File: src/hw/sam_pkg.sv
// constants for the sdram address multiplexer
// What this block does
// - 9-bit column: row phase drives pin n with internal bit n+9, pins 0..17
// - 9-bit column: column phase drives pins 0-10, 12, 15-17 with same bits
// - 9-bit column: pins 14/13 carry A23/A22 in both phases as bank selects
// - column phase pin 11 carries the command level bit, set by the control register level bit
// - 10-bit column: row phase drives pin n with internal bit n+10, pins 0..17
// - 10-bit column: pins 14/13 carry A24/A23 in both phases as bank selects
// - 10-bit column: pin 11 is A21 in row phase, level bit in column phase
package sam_pkg;
  localparam int ADDR_W = 28;
  localparam int PIN_W = 18;
  localparam int REG_AW = 8;
  localparam int DATA_W = 32;

  // register offsets
  localparam logic [7:0] REG_CFG = 8'h00;
  localparam logic [7:0] REG_CTRL = 8'h04;
  localparam logic [7:0] REG_STAT = 8'h08;
  localparam logic [7:0] REG_CNT = 8'h0C;
  localparam logic [7:0] REG_ROWPIN = 8'h10;
  localparam logic [7:0] REG_COLPIN = 8'h14;

  // register field positions
  localparam int BSZ_LSB = 0;
  localparam int ROW_LSB = 2;
  localparam int COL_LSB = 4;
  localparam int CTRL_LH_BIT = 0;
  localparam int STAT_BUSY_BIT = 0;
  localparam int STAT_CFG_OK_BIT = 1;
  localparam int STAT_REFUSED_BIT = 2;
  localparam int STAT_COL10_BIT = 3;
  localparam int STAT_BANK_LSB = 4;

  // field encodings
  localparam logic [1:0] BSZ_16 = 2'h2;
  localparam logic [1:0] ROW_12 = 2'h1;
  localparam logic [1:0] COL_9 = 2'h1;
  localparam logic [1:0] COL_10 = 2'h2;

  // reset values
  localparam logic [1:0] BSZ_RST = BSZ_16;
  localparam logic [1:0] ROW_RST = ROW_12;
  localparam logic [1:0] COL_RST = COL_9;
  localparam logic CTRL_LH_RST = 1'b0;

  // pin positions and row phase shifts
  localparam int PIN_LH = 11;
  localparam int PIN_BA0 = 13;
  localparam int PIN_BA1 = 14;
  localparam int ROW_SHIFT_9 = 9;
  localparam int ROW_SHIFT_10 = 10;

  // timing
  localparam int CLK_PERIOD_NS = 10;
  localparam int TRCD_NS = 20;
  localparam int TRCD_CYC = (TRCD_NS + CLK_PERIOD_NS - 1) / CLK_PERIOD_NS < 1 ? 1 :
                            (TRCD_NS + CLK_PERIOD_NS - 1) / CLK_PERIOD_NS;
  localparam int TMR_W = 4;

  typedef enum logic [2:0] {
    ST_IDLE,
    ST_ACT,
    ST_WAIT,
    ST_COL,
    ST_DONE
  } sam_state_t;
endpackage

File: src/hw/sam_pin_map.sv
// pin word for the row or column phase
`timescale 1ns/10ps
module sam_pin_map (
  input wire logic [sam_pkg::ADDR_W-1:0] addr,
  input wire logic col10,
  input wire logic row_phase,
  input wire logic lh_level,
  output logic [sam_pkg::PIN_W-1:0] pins
);
  import sam_pkg::*;

  logic [ADDR_W+ROW_SHIFT_10-1:0] ext;

  assign ext = {{ROW_SHIFT_10{1'b0}}, addr};

  always_comb begin
    pins = '0;
    if (row_phase) begin
      if (col10) begin
        pins = ext[ROW_SHIFT_10 +: PIN_W];
      end else begin
        pins = ext[ROW_SHIFT_9 +: PIN_W];
      end
    end else begin
      pins = addr[PIN_W-1:0];
      if (col10) begin
        pins[PIN_BA0] = addr[23];
        pins[PIN_BA1] = addr[24];
      end else begin
        pins[PIN_BA0] = addr[22];
        pins[PIN_BA1] = addr[23];
      end
      pins[PIN_LH] = lh_level;
    end
  end
endmodule

File: src/hw/sam_tmr.sv
// down counter for command spacing
`timescale 1ns/10ps
module sam_tmr #(
  parameter int W = 4
) (
  input wire logic clock,
  input wire logic rst,
  input wire logic load,
  input wire logic [W-1:0] value,
  output logic expired
);
  logic [W-1:0] cnt_ff;

  always_ff @(posedge clock or posedge rst) begin
    if (rst) begin
      cnt_ff <= '0;
    end else if (load) begin
      cnt_ff <= value;
    end else if (cnt_ff != '0) begin
      cnt_ff <= cnt_ff - 1'b1;
    end
  end

  assign expired = (cnt_ff == '0) && !load;
endmodule

File: src/hw/sam_mux.sv
// sdram address multiplexer with activate and column sequencing
//
// The address-and-strobe port and the register offsets were decided locally.
`timescale 1ns/10ps
module sam_mux #(
  parameter int ADDR_WIDTH = sam_pkg::ADDR_W,
  parameter int TRCD_CYCLES = sam_pkg::TRCD_CYC
) (
  input wire logic clock,
  input wire logic rst,
  input wire logic [sam_pkg::REG_AW-1:0] reg_addr,
  input wire logic [sam_pkg::DATA_W-1:0] reg_wdata,
  input wire logic reg_wr,
  input wire logic reg_rd,
  output logic [sam_pkg::DATA_W-1:0] reg_rdata,
  input wire logic req_valid,
  input wire logic [sam_pkg::ADDR_W-1:0] req_addr,
  input wire logic req_write,
  output logic req_ready,
  output logic done_pulse,
  output logic [sam_pkg::PIN_W-1:0] sd_addr,
  output logic sd_cs_n,
  output logic sd_ras_n,
  output logic sd_cas_n,
  output logic sd_we_n
);
  import sam_pkg::*;

  // elaboration checks
  if (ADDR_WIDTH != ADDR_W) begin : g_bad_aw
    $error("address width must match the pin map");
  end
  if (TRCD_CYCLES < 1 || TRCD_CYCLES >= (1 << TMR_W)) begin : g_bad_trcd
    $error("activate to column spacing out of range");
  end

  // decode of a supported area setting
  function automatic logic cfg_supported(input logic [1:0] bsz, input logic [1:0] row,
                                         input logic [1:0] col);
    cfg_supported = (bsz == BSZ_16) && (row == ROW_12) && ((col == COL_9) || (col == COL_10));
  endfunction

  // configuration registers
  logic [1:0] area_bus_width_field_ff;
  logic [1:0] row_bits_field_ff;
  logic [1:0] column_bits_field_ff;
  logic lh_level_ff;

  // request latch and sequencer
  sam_state_t state_ff;
  sam_state_t nxt_state;
  logic [ADDR_W-1:0] addr_ff;
  logic write_ff;
  logic col10_ff;
  logic lh_req_ff;
  logic refused_ff;
  logic [15:0] act_cnt_ff;
  logic [PIN_W-1:0] row_pins_ff;
  logic [PIN_W-1:0] col_pins_ff;

  // pin and command outputs
  logic [PIN_W-1:0] sd_addr_ff;
  logic sd_cs_n_ff;
  logic sd_ras_n_ff;
  logic sd_cas_n_ff;
  logic sd_we_n_ff;
  logic done_ff;
  logic [DATA_W-1:0] rdata_ff;
  logic [DATA_W-1:0] nxt_rdata;

  logic cfg_ok;
  logic accept;
  logic tmr_load;
  logic tmr_expired;
  logic [PIN_W-1:0] row_word;
  logic [PIN_W-1:0] col_word;

  assign cfg_ok = cfg_supported(area_bus_width_field_ff, row_bits_field_ff, column_bits_field_ff);
  assign req_ready = (state_ff == ST_IDLE) && cfg_ok;
  assign accept = req_valid && req_ready;

  // register writes
  always_ff @(posedge clock or posedge rst) begin
    if (rst) begin
      area_bus_width_field_ff <= BSZ_RST;
      row_bits_field_ff <= ROW_RST;
      column_bits_field_ff <= COL_RST;
    end else if (reg_wr && reg_addr == REG_CFG) begin
      area_bus_width_field_ff <= reg_wdata[BSZ_LSB +: 2];
      row_bits_field_ff <= reg_wdata[ROW_LSB +: 2];
      column_bits_field_ff <= reg_wdata[COL_LSB +: 2];
    end
  end

  always_ff @(posedge clock or posedge rst) begin
    if (rst) begin
      lh_level_ff <= CTRL_LH_RST;
    end else if (reg_wr && reg_addr == REG_CTRL) begin
      lh_level_ff <= reg_wdata[CTRL_LH_BIT];
    end
  end

  // sticky refusal of requests under an unsupported setting
  always_ff @(posedge clock or posedge rst) begin
    if (rst) begin
      refused_ff <= 1'b0;
    end else if (req_valid && state_ff == ST_IDLE && !cfg_ok) begin
      refused_ff <= 1'b1;
    end else if (reg_wr && reg_addr == REG_STAT && reg_wdata[STAT_REFUSED_BIT]) begin
      refused_ff <= 1'b0;
    end
  end

  // activate counter
  always_ff @(posedge clock or posedge rst) begin
    if (rst) begin
      act_cnt_ff <= 16'h0000;
    end else if (state_ff == ST_ACT) begin
      act_cnt_ff <= act_cnt_ff + 16'h0001;
    end else if (reg_wr && reg_addr == REG_CNT) begin
      act_cnt_ff <= 16'h0000;
    end
  end

  // request latch, one address serves both phases
  always_ff @(posedge clock or posedge rst) begin
    if (rst) begin
      addr_ff <= '0;
      write_ff <= 1'b0;
      col10_ff <= 1'b0;
      lh_req_ff <= 1'b0;
    end else if (accept) begin
      addr_ff <= req_addr;
      write_ff <= req_write;
      col10_ff <= (column_bits_field_ff == COL_10);
      lh_req_ff <= lh_level_ff;
    end
  end

  sam_pin_map u_row_map (
    .addr(addr_ff),
    .col10(col10_ff),
    .row_phase(1'b1),
    .lh_level(lh_req_ff),
    .pins(row_word)
  );

  sam_pin_map u_col_map (
    .addr(addr_ff),
    .col10(col10_ff),
    .row_phase(1'b0),
    .lh_level(lh_req_ff),
    .pins(col_word)
  );

  assign tmr_load = (state_ff == ST_ACT);

  sam_tmr #(
    .W(TMR_W)
  ) u_trcd (
    .clock(clock),
    .rst(rst),
    .load(tmr_load),
    .value(TMR_W'(TRCD_CYCLES - 1)),
    .expired(tmr_expired)
  );

  // sequencer
  always_comb begin
    nxt_state = state_ff;
    case (state_ff)
      ST_IDLE: begin
        if (accept) begin
          nxt_state = ST_ACT;
        end
      end
      ST_ACT: begin
        nxt_state = ST_WAIT;
      end
      ST_WAIT: begin
        if (tmr_expired) begin
          nxt_state = ST_COL;
        end
      end
      ST_COL: begin
        nxt_state = ST_DONE;
      end
      ST_DONE: begin
        nxt_state = ST_IDLE;
      end
      default: begin
        nxt_state = ST_IDLE;
      end
    endcase
  end

  always_ff @(posedge clock or posedge rst) begin
    if (rst) begin
      state_ff <= ST_IDLE;
    end else begin
      state_ff <= nxt_state;
    end
  end

  // pins and command lines, pin 0 and pins 15..17 driven though unconnected
  always_ff @(posedge clock or posedge rst) begin
    if (rst) begin
      sd_addr_ff <= '0;
      sd_cs_n_ff <= 1'b1;
      sd_ras_n_ff <= 1'b1;
      sd_cas_n_ff <= 1'b1;
      sd_we_n_ff <= 1'b1;
    end else begin
      sd_cs_n_ff <= 1'b1;
      sd_ras_n_ff <= 1'b1;
      sd_cas_n_ff <= 1'b1;
      sd_we_n_ff <= 1'b1;
      if (state_ff == ST_ACT) begin
        sd_addr_ff <= row_word;
        sd_cs_n_ff <= 1'b0;
        sd_ras_n_ff <= 1'b0;
      end else if (state_ff == ST_COL) begin
        sd_addr_ff <= col_word;
        sd_cs_n_ff <= 1'b0;
        sd_cas_n_ff <= 1'b0;
        sd_we_n_ff <= !write_ff;
      end
    end
  end

  // last words driven, kept for software
  always_ff @(posedge clock or posedge rst) begin
    if (rst) begin
      row_pins_ff <= '0;
      col_pins_ff <= '0;
    end else if (state_ff == ST_ACT) begin
      row_pins_ff <= row_word;
    end else if (state_ff == ST_COL) begin
      col_pins_ff <= col_word;
    end
  end

  always_ff @(posedge clock or posedge rst) begin
    if (rst) begin
      done_ff <= 1'b0;
    end else begin
      done_ff <= (state_ff == ST_COL);
    end
  end

  // read decode
  always_comb begin
    nxt_rdata = '0;
    if (reg_addr == REG_CFG) begin
      nxt_rdata[BSZ_LSB +: 2] = area_bus_width_field_ff;
      nxt_rdata[ROW_LSB +: 2] = row_bits_field_ff;
      nxt_rdata[COL_LSB +: 2] = column_bits_field_ff;
    end else if (reg_addr == REG_CTRL) begin
      nxt_rdata[CTRL_LH_BIT] = lh_level_ff;
    end else if (reg_addr == REG_STAT) begin
      nxt_rdata[STAT_BUSY_BIT] = (state_ff != ST_IDLE);
      nxt_rdata[STAT_CFG_OK_BIT] = cfg_ok;
      nxt_rdata[STAT_REFUSED_BIT] = refused_ff;
      nxt_rdata[STAT_COL10_BIT] = col10_ff;
      nxt_rdata[STAT_BANK_LSB +: 2] = {row_pins_ff[PIN_BA1], row_pins_ff[PIN_BA0]};
    end else if (reg_addr == REG_CNT) begin
      nxt_rdata[15:0] = act_cnt_ff;
    end else if (reg_addr == REG_ROWPIN) begin
      nxt_rdata[PIN_W-1:0] = row_pins_ff;
    end else if (reg_addr == REG_COLPIN) begin
      nxt_rdata[PIN_W-1:0] = col_pins_ff;
    end
  end

  // read data stand one cycle after the strobe only
  always_ff @(posedge clock or posedge rst) begin
    if (rst) begin
      rdata_ff <= '0;
    end else if (reg_rd) begin
      rdata_ff <= nxt_rdata;
    end else begin
      rdata_ff <= '0;
    end
  end

  assign reg_rdata = rdata_ff;
  assign done_pulse = done_ff;
  assign sd_addr = sd_addr_ff;
  assign sd_cs_n = sd_cs_n_ff;
  assign sd_ras_n = sd_ras_n_ff;
  assign sd_cas_n = sd_cas_n_ff;
  assign sd_we_n = sd_we_n_ff;
endmodule

File: config.mk
export PLATFORM = sky130hd
export DESIGN_NAME = sam_mux
export DESIGN_NICKNAME = d
export VERILOG_FILES = /design/src/hw/sam_pkg.sv /design/src/hw/sam_pin_map.sv /design/src/hw/sam_tmr.sv /design/src/hw/sam_mux.sv
export SDC_FILE = /design/constraint.sdc
export NUM_CORES = 1
export LEC_CHECK = 0
export ABC_CLOCK_PERIOD_IN_PS = 4600
export BUFFER_PORTS_ARGS = -buffer_cell sky130_fd_sc_hd__buf_2
export CAP_MARGIN = 5
export CORE_MARGIN = 5
export CORE_UTILIZATION = 53
export CTS_BUF_LIST = sky130_fd_sc_hd__clkbuf_8
export DETAILED_ROUTE_END_ITERATION = 16
export PLACE_DENSITY = 0.79
export SYNTH_ARGS = -nofsm -noshare
export SYNTH_HDL_FRONTEND = slang
export SYNTH_HIERARCHICAL = 1
export SYNTH_SLANG_ARGS = --single-unit
File: constraint.sdc
create_clock -name clock -period 4.6 [get_ports clock]
set_input_delay 0.92 -clock clock [delete_from_list [all_inputs] [get_ports clock]]
set_output_delay 0.92 -clock clock [all_outputs]
set_load 0.1 [all_outputs]
# Word-level counts from Yosys, hierarchy flattened
# Cells that the tools add are included.
# W data, S select, Z words.
[word_totals] reg_bits=153 inputBits=74 word_cells=99
[op_classes] n_addsub=2 eq_ne=14 n_mux=34 bitwise_logic=1 reduce_logical=27
[ops] cell="$mux W18" count=10
[ops] cell="$mux W16" count=3
[ops] cell="$mux W12" count=2
[ops] cell="$mux W17" count=1
[ops] cell="$add A16 B1 Y16 const B" count=1
[ops] cell="$eq A8 B4 Y1 const B" count=2
[ops] cell="$eq A8 B5 Y1 const B" count=2
[ops] cell="$logic_and A1 B1 Y1" count=12
[ops] cell="$mux W6" count=2
[ops] cell="$pmux W3 S4" count=1
[ops] cell="$mux W1" count=9
[ops] cell="$eq A8 B3 Y1 const B" count=1
[ops] cell="$logic_not A8 Y1" count=1
[ops] cell="$mux W4" count=2
[ops] cell="$reduce_bool A2 Y1" count=4
[ops] cell="$eq A3 B2 Y1 const B" count=2
[ops] cell="$mux W3" count=2
[ops] cell="$eq A2 B1 Y1 const B" count=2
[ops] cell="$eq A2 B2 Y1 const B" count=2
[ops] cell="$logic_not A4 Y1" count=1
[ops] cell="$mux W2" count=2
[ops] cell="$ne A2 B2 Y1 const B" count=2
[ops] cell="$reduce_and A2 Y1" count=2
[ops] cell="$reduce_bool A4 Y1" count=1
[ops] cell="other kinds (7)" count=9

# Logic depth before layout (Yosys ltp)
# Gate-level depths: netlist of the first run.
[depth] word_depth=12 ltp_mapped=10 mapped_depth_nobuf=6

# Cells and area by module
# Netlist of the first run, hierarchy kept.
[by_module_without_submodules] module="sam_mux" instances=1 cells_each=577 area_each_um2=6319.8
[by_module_without_submodules] module="sam_pin_map" instances=2 cells_each=55 area_each_um2=366.6
[by_module_without_submodules] module="sam_tmr" instances=1 cells_each=24 area_each_um2=251.5

# Worst setup path after synthesis of the first run
# OpenSTA, ideal clock, no wires.
[synth_timing] path_kind="reg2out" startpoint="register column_bits_field_ff[0]" endpoint="output req_ready" arrival_ps=1963 path_slack_ps=1717 path_stages_with_launch=5 cell_sequence="dfstp_2 inv_1 ha_1 nor4_2 and2_1"
[synth_between] elab_chain_len=4
[synth_lines] element="start, declared" line_no="sam_mux.sv:46" text="logic [1:0] column_bits_field_ff;"
[synth_lines] element="start signal, assigned" line_no="sam_mux.sv:91" text="column_bits_field_ff <= reg_wdata[COL_LSB +: 2];"
[synth_lines] element="$eq A2 B1 Y1 or $eq A2 B2 Y1 (tied branches)" line_no="sam_mux.sv:40" text="cfg_supported = (bsz == BSZ_16) && (row == ROW_12) && ((col == COL_9) || (col == COL_10));"
[synth_lines] element="$logic_or A1 B1 Y1 (*)" line_no="sam_mux.sv:40"
[synth_lines] element="$logic_and A1 B1 Y1 (*)" line_no="sam_mux.sv:40"
[synth_lines] element="$logic_and A1 B1 Y1 (*)" line_no="sam_mux.sv:79" text="assign req_ready = (state_ff == ST_IDLE) && cfg_ok;"
[synth_lines] element="end, declared" line_no="sam_mux.sv:19" text="output logic req_ready,"
# Every way passes the cells marked *; elsewhere a longest branch is shown, timed or not.

# Final worst setup path of the first run
# Same ends and word-level chain as after synthesis.

==> qor.txt, run 1 <==
routed vias - 5,512
Synth Cell Area - 7300 µm²
Async SR Flop Fraction - 1.00
clock root cell - clkbuf_8
Cells after Synth - 711
DR iter-0 viols - 389
max cap viols - 0
Peak Freq - 0.303 GHz
num ports - 130
CORE AREA - 13,400 µm²
Peak VDD IR - 0.522 mV
CP Cell Sequence - inv_1 -> ha_1 -> nor4_2 -> and2_1 -> buf_2
Post-CTS Setup Inserts - 0
Worst Hold Class - in -> async
# diodes - 0
Yosys top cell by area - dfrtp_1
Synth Area in Compound Gates - 0.0970
Die W - 127 µm
Seq cells post-synth - 139
Crit path arrival time - 2.38 ns
Inst Count DP - 950
number of DRC violations after detailed routing - 0
Worst-Margin Slew - 1.06 ns
CP Data Required Time - 3.68 ns
synth cell count leaders - nand2_1 (145), dfrtp_1 (132), mux2i_1 (56)
post-synthesis adder-cell area fraction - 0.00685
wire per inst - 17.2 µm
CTS tree - built
vias in the first global route - 5,441
initial antenna violation count - 0
status - completed
final layout net count - 871
Post-CTS Resized - 0
routed vias/inst - 5.61
Slew headroom - 0.295
Final setup viols - 0
Int Power - 2.51 mW
Post-DP HPWL - 11,900 µm
post-synthesis mux area share - 0.174
largest family of logic cells by synthesized area - multiplexers
slowest stage cell, crit path - dfstp_2
row count - 42
remaining antenna violation count - 0
Worst-Skew Late Latency - 0.46 ns
GRT Util Overall - 0.211
worst-case clock buffer depth - 2
Final period util - 0.718
top-count cell post-synth - nand2_1
grt ovf - 0
first-pass GRT wire length - 27,200 µm
leakage - 3.88 nW
Reg clk slew, reported paths - 0.08 ns
Layout area overhead - 11.4%
H-tree levels - 4
Synth Area in Simple Gates - 0.172
Startpoint Class - flip-flop
sequential cell fraction of total power - 0.407
Fin Clk Skew - 0.0145 ns
crit path time final - 3.30 ns
Psw - 1.81 mW
CTS Buf Count - 17
Clk pwr share - 0.250
RSZ-0062 raised after global routing - no
Primary FF master, synth - dfrtp_1
Sw Ratio - 0.419
router iterations before antenna repair - 6
Post-Route WL - 16,800 µm
Yosys warnings - 6
Setup crit end kind - output pin
Post-synth EDFFs - 0
CP max stage delay - 0.53 ns
Port-buffer cells - 89
Final Max Slew Viols - 0
post-synthesis xor/xnor area fraction - 0.00360
share of the synthesized area in the top cell type - 0.452
Avg Cell Area, Syn - 10.3 µm²
Setup TNS - 0 ns
Seq/Total Area, Yosys - 0.477
kind of critical path - reg -> out
power per cell area - 531 nW/µm²
clock sinks - 139
Max FO, Critical Path - 5
gpl congestion - 0.892
final hold violation count - 0
Total Die Area - 16,200 µm²
Die Ht - 127 µm
Comb pwr share - 0.343
largest net degree at the start of global routing - 69
Non-Filler Instances - 982
Synth area leaders - dfrtp_1 (45%), mux2i_1 (7.7%), nand2_1 (7.5%)
share of cells above drive strength 1 - 0.246
hold-fix buffer count after cts - 0
starting density of the core - 0.545
Yosys cell types - 63
-- worst paths after layout --
check | cells after the start | start | endpoint | slack (ns)
setup / recovery | 5 | column_bits_field_ff[0]$_DFFE_PP1P_ | req_ready | 1.30
hold / removal | 2 | rst | u_trcd/cnt_ff[1]$_DFFE_PP0N_ | 0.36
setup reg to reg | 6 | column_bits_field_ff[0]$_DFFE_PP1P_ | addr_ff[1]$_DFFE_PP0P_ | 1.69
hold reg to reg | 1 | write_ff$_DFFE_PP0P_ | sd_we_n$_DFF_PP1_ | 0.41
max in group asynchronous | 3 | rst | reg_rdata[15]$_DFF_PP0_ | 3.11
min in group clock | 1 | write_ff$_DFFE_PP0P_ | sd_we_n$_DFF_PP1_ | 0.41
-- routing by layer --
| layer | wire [µm] | track usage | vias to the layer above |
|---|---|---|---|
| li1 | - | - | 2587 |
| met3 | 1170 | 0.0609 | 25 |
| met1 | 7050 | 0.273 | 2699 |
| met4 | 322 | 0.0763 | 0 |
| met5 | 0 | 0 | - |
| met2 | 8310 | 0.338 | 201 |
-- through the flow --
step | total power, mW | hold slack (ns) | instance area [µm²] | setup slack, ns | util
global placement | 3.21 | 0.380 | 7700 | 1.70 | 0.575
global route | 4.56 | 0.337 | 8140 | 1.20 | 0.607
CTS | 4.34 | 0.347 | 8140 | 1.27 | 0.607
finish | 4.32 | 0.361 | 8140 | 1.30 | 0.607
floorplan | 2.97 | 0.372 | 7400 | 0.0805 | -
detailed placement | 3.25 | 0.394 | 7700 | 1.67 | 0.575
-- power by group through the flow --
stage	clock (mW)	sequential (mW)	combinational, mW
after CTS	1.10	1.75	1.49
after detailed placement	0	1.77	1.48
after global routing	1.16	1.80	1.60
final	1.08	1.76	1.49
after global placement	0	1.76	1.45
after floorplan	0	2.23	0.736
-- worst max-delay path: cells and delay by family, from the launching register on --
family / cells / cell delay, ns
flops: 1 / 0.53
simple gates: 2 / 0.61
buf+inv: 2 / 0.49
fa+ha+maj: 1 / 0.29
-- state kept, by name, indices dropped and copies added (netlist names), 2 cells and up --
signal                   flops
addr_ff                     28
col_pins_ff                 18
reg_rdata                   18
row_pins_ff                 18
sd_addr                     18
act_cnt_ff                  16
u_trcd/cnt_ff                4
state_ff                     3
area_bus_width_field_ff      2
column_bits_field_ff         2
row_bits_field_ff            2
-- logic make-up after synthesis --
group	after synthesis
other cells	2
buf+inv	75
mux	109
compound gates	113
flops	139
simple gates	266
fa+ha+maj	4
xor+xnor	3
-- cell type report --
class,count,area (µm²)
clock buffers,19,262
clock inverters,13,174
fillers,1127,5260
inverters,17,71.3
multi-input cells,523,3420
flip-flops and latches,139,3490
well taps,176,220
repair buffers,95,503
-- cells in the final DEF (no fill, tap or decap), types with 10 or more instances in the layout --
master	count
nor2_1	49
buf_2	89
mux2_4	30
clkbuf_8	19
o21ai_0	27
mux2_2	18
nand3_1	11
mux2i_1	56
a22oi_1	12
a21oi_1	38
nand4_1	10
dfrtp_1	131
conb_1	28
inv_1	15
nand2_1	145
No activity file was read; power rests on OpenSTA's default activity.
==> inputs of run 2 (changes only) <==
ABC_CLOCK_PERIOD_IN_PS = 3330   (was 4600)
CORE_UTILIZATION = 58   (was 53)
PLACE_DENSITY = 0.82   (was 0.79)
clock period = 3.33 ns   (was 4.6 ns; I/O delays follow)
==> run 2 against run 1 <==
  * Largest cell class unchanged
  * Clock power is 15% higher
  * Utilization up 4.1 points
  * Final cell count fell by 0.31%
  * Largest power group unchanged
==> qor.txt, run 2 (synthesized netlist as in run 1, its figures left out) <==
hold-fix buffer count after cts - 0 (unchanged)
Final period util - 0.914
beginning of the critical path - column_bits_field_ff[0]$_DFFE_PP1P_ (unchanged)
RSZ-0062 raised after global routing - no (unchanged)
Power Total - 5.73 mW (was 4.32 mW)
DR iter-0 viols - 512 (was 389)
initial antenna violation count - 0 (unchanged)
Die W - 122 µm (was 127 µm)
Die Ht - 122 µm (was 127 µm)
setup ws final - 0.287 ns (was 1.30 ns)
placed cell areas - 7720 µm² (was 7700 µm²)
Max FO, Critical Path - 5 (unchanged)
GR peak layer - met2 (unchanged)
num ports - 130 (unchanged)
Slew headroom - 0.296 (was 0.295)
Final setup viols - 0 (unchanged)
grt ovf - 0 (unchanged)
Peak Freq - 0.329 GHz
leakage - 3.87 nW (was 3.88 nW)
Inst Count DP - 947 (was 950)
Critical path buffers and inverters - 2 (unchanged)
Register-to-Register Path Depth - 6 (unchanged)
reg2reg start - column_bits_field_ff[0]$_DFFE_PP1P_ (unchanged)
worst-case clock buffer depth - 2 (unchanged)
CTS Buf Count - 17 (unchanged)
delay-heaviest family, CP - simple AND/OR/NAND/NOR gates (unchanged)
GRT Util Overall - 0.235 (was 0.211)
most common cell after layout, fill and taps aside - nand2_1 (unchanged)
remaining antenna violation count - 0 (unchanged)
max cap viols - 0 (unchanged)
vias in the first global route - 5,589 (was 5,441)
GR Layer Usage met2 - 0.393 (was 0.338)
final layout net count - 872 (was 871)
Largest Register - addr_ff (unchanged)
Worst-Margin Slew - 1.06 ns (about the same)
# diodes - 0 (unchanged)
Setup TNS - 0 ns (unchanged)
CORE AREA - 12,500 µm² (was 13,400 µm²)
r2r setup slk - 0.80 ns (was 1.69 ns)
CTS tree - built (unchanged)
Total Die Area - 14,900 µm² (was 16,200 µm²)
Layout area overhead - 10.6% (was 11.4%)
kind of critical path - reg -> out (unchanged)
router iterations before antenna repair - 5 (was 6)
most frequent cells in the layout - nand2_1 (145), dfrtp_1 (131), buf_2 (89) (unchanged)
number of DRC violations after detailed routing - 0 (unchanged)
Post-CTS Setup Inserts - 0 (unchanged)
pre-CTS setup slack - 0.765 ns (was 1.67 ns)
power per cell area - 709 nW/µm² (was 531 nW/µm²)
gpl congestion - 0.945 (was 0.892)
Stages on worst setup path - 5 (unchanged)
starting density of the core - 0.586 (was 0.545)
first-pass GRT wire length - 27,400 µm (was 27,200 µm)
Non-Filler Instances - 979 (was 982)
Post-CTS Resized - 0 (unchanged)
filler cell count - 992 (was 1,127)
clock root cell - clkbuf_8 (unchanged)
crit path time final - 3.04 ns
H-tree levels - 4 (unchanged)
wire per inst - 17.0 µm (was 17.2 µm)
post-route cell area - 8080 µm² (was 8140 µm²)
row count - 41 (was 42)
met3 Use GR - 0.0507 (was 0.0609)
Setup crit end kind - output pin (unchanged)
CP Cell Sequence - inv_1 -> ha_1 -> nor4_2 -> and2_1 -> buf_2 (unchanged)
Fin Clk Skew - 0.00964 ns (was 0.0145 ns)
CP max stage delay - 0.54 ns (was 0.53 ns)
clock sinks - 139 (unchanged)
final hold violation count - 0 (unchanged)
status - completed (unchanged)
Worst Hold Class - in -> async (unchanged)
Port-buffer cells - 89 (unchanged)
routed vias - 5,546 (was 5,512)
largest net degree at the start of global routing - 78 (was 69)
Largest register FFs - 28 (unchanged)
Final Max Slew Viols - 0 (unchanged)
Crit path arrival time - 2.38 ns (about the same)
Worst-Skew Late Latency - 0.46 ns (about the same)
share of cells above drive strength 1 - 0.244 (was 0.246)
Post-Route WL - 16,700 µm (was 16,800 µm)
Critical Path End - req_ready (unchanged)
Startpoint Class - flip-flop (unchanged)
Peak VDD IR - 1.10 mV (was 0.522 mV)
Post-DP HPWL - 12,100 µm (was 11,900 µm)
Reg clk slew, reported paths - 0.08 ns (about the same)
slowest stage cell, crit path - dfstp_2 (unchanged)
met1 usage - 0.302 (was 0.273)
routed vias/inst - 5.66 (was 5.61)
R2R Path End - addr_ff[27]$_DFFE_PP0P_ (was addr_ff[1]$_DFFE_PP0P_)
CP Data Required Time - 2.66 ns (was 3.68 ns)
==> run 2: cell types whose count changed in the layout (fill, tap and decap cells not counted) <==
cell	before	now
clkinv_2	4	8
bufinv_16	4	1
clkinvlp_4	4	1
inv_1	15	17
buf_12	1	2
clkbuf_8	19	20
inv_4	1	0
==> run 2: area by class of cell <==
type                    instances  area [µm²]  area share
clock inverters                12        81.3      0.0101
well taps                     172         215      0.0267
inverters                      17        72.6     0.00899
multi-input cells             523        3420       0.423
repair buffers                 96         523      0.0648
clock buffers                  20         275      0.0341
flip-flops and latches        139        3490       0.432
==> run 2: worst min path at each step <==
stage,from,end
floorplan,write_ff$_DFFE_PP0P_,sd_we_n$_DFF_PP1_
global placement,write_ff$_DFFE_PP0P_,sd_we_n$_DFF_PP1_
detailed placement,write_ff$_DFFE_PP0P_,sd_we_n$_DFF_PP1_
CTS,rst,u_trcd/cnt_ff[2]$_DFFE_PP0N_
global route,rst,u_trcd/cnt_ff[3]$_DFFE_PP0N_
finish,rst,u_trcd/cnt_ff[2]$_DFFE_PP0N_
==> run 2: metrics by stage <==
step / utilization / hold WS [ns]
final: 0.648 / 0.103
after global routing: 0.648 / 0.0972
after CTS: 0.648 / 0.0919
after detailed placement: 0.619 / 0.406
after global placement: 0.619 / 0.381
after floorplan: - / 0.372
==> run 2: metal layers <==
layer | wire length, µm | vias to the layer above
met5 | 0 | -
met3 | 761 | 27
met2 | 8420 | 157
met4 | 274 | 0
li1 | - | 2596
met1 | 7220 | 2766
==> run 2: report_power, final <==
group,leakage (nW),switching [mW],internal [mW]
clock,0.205,0.614,0.629
sequential,1.80,0.321,2.10
combinational,1.86,1.53,0.529
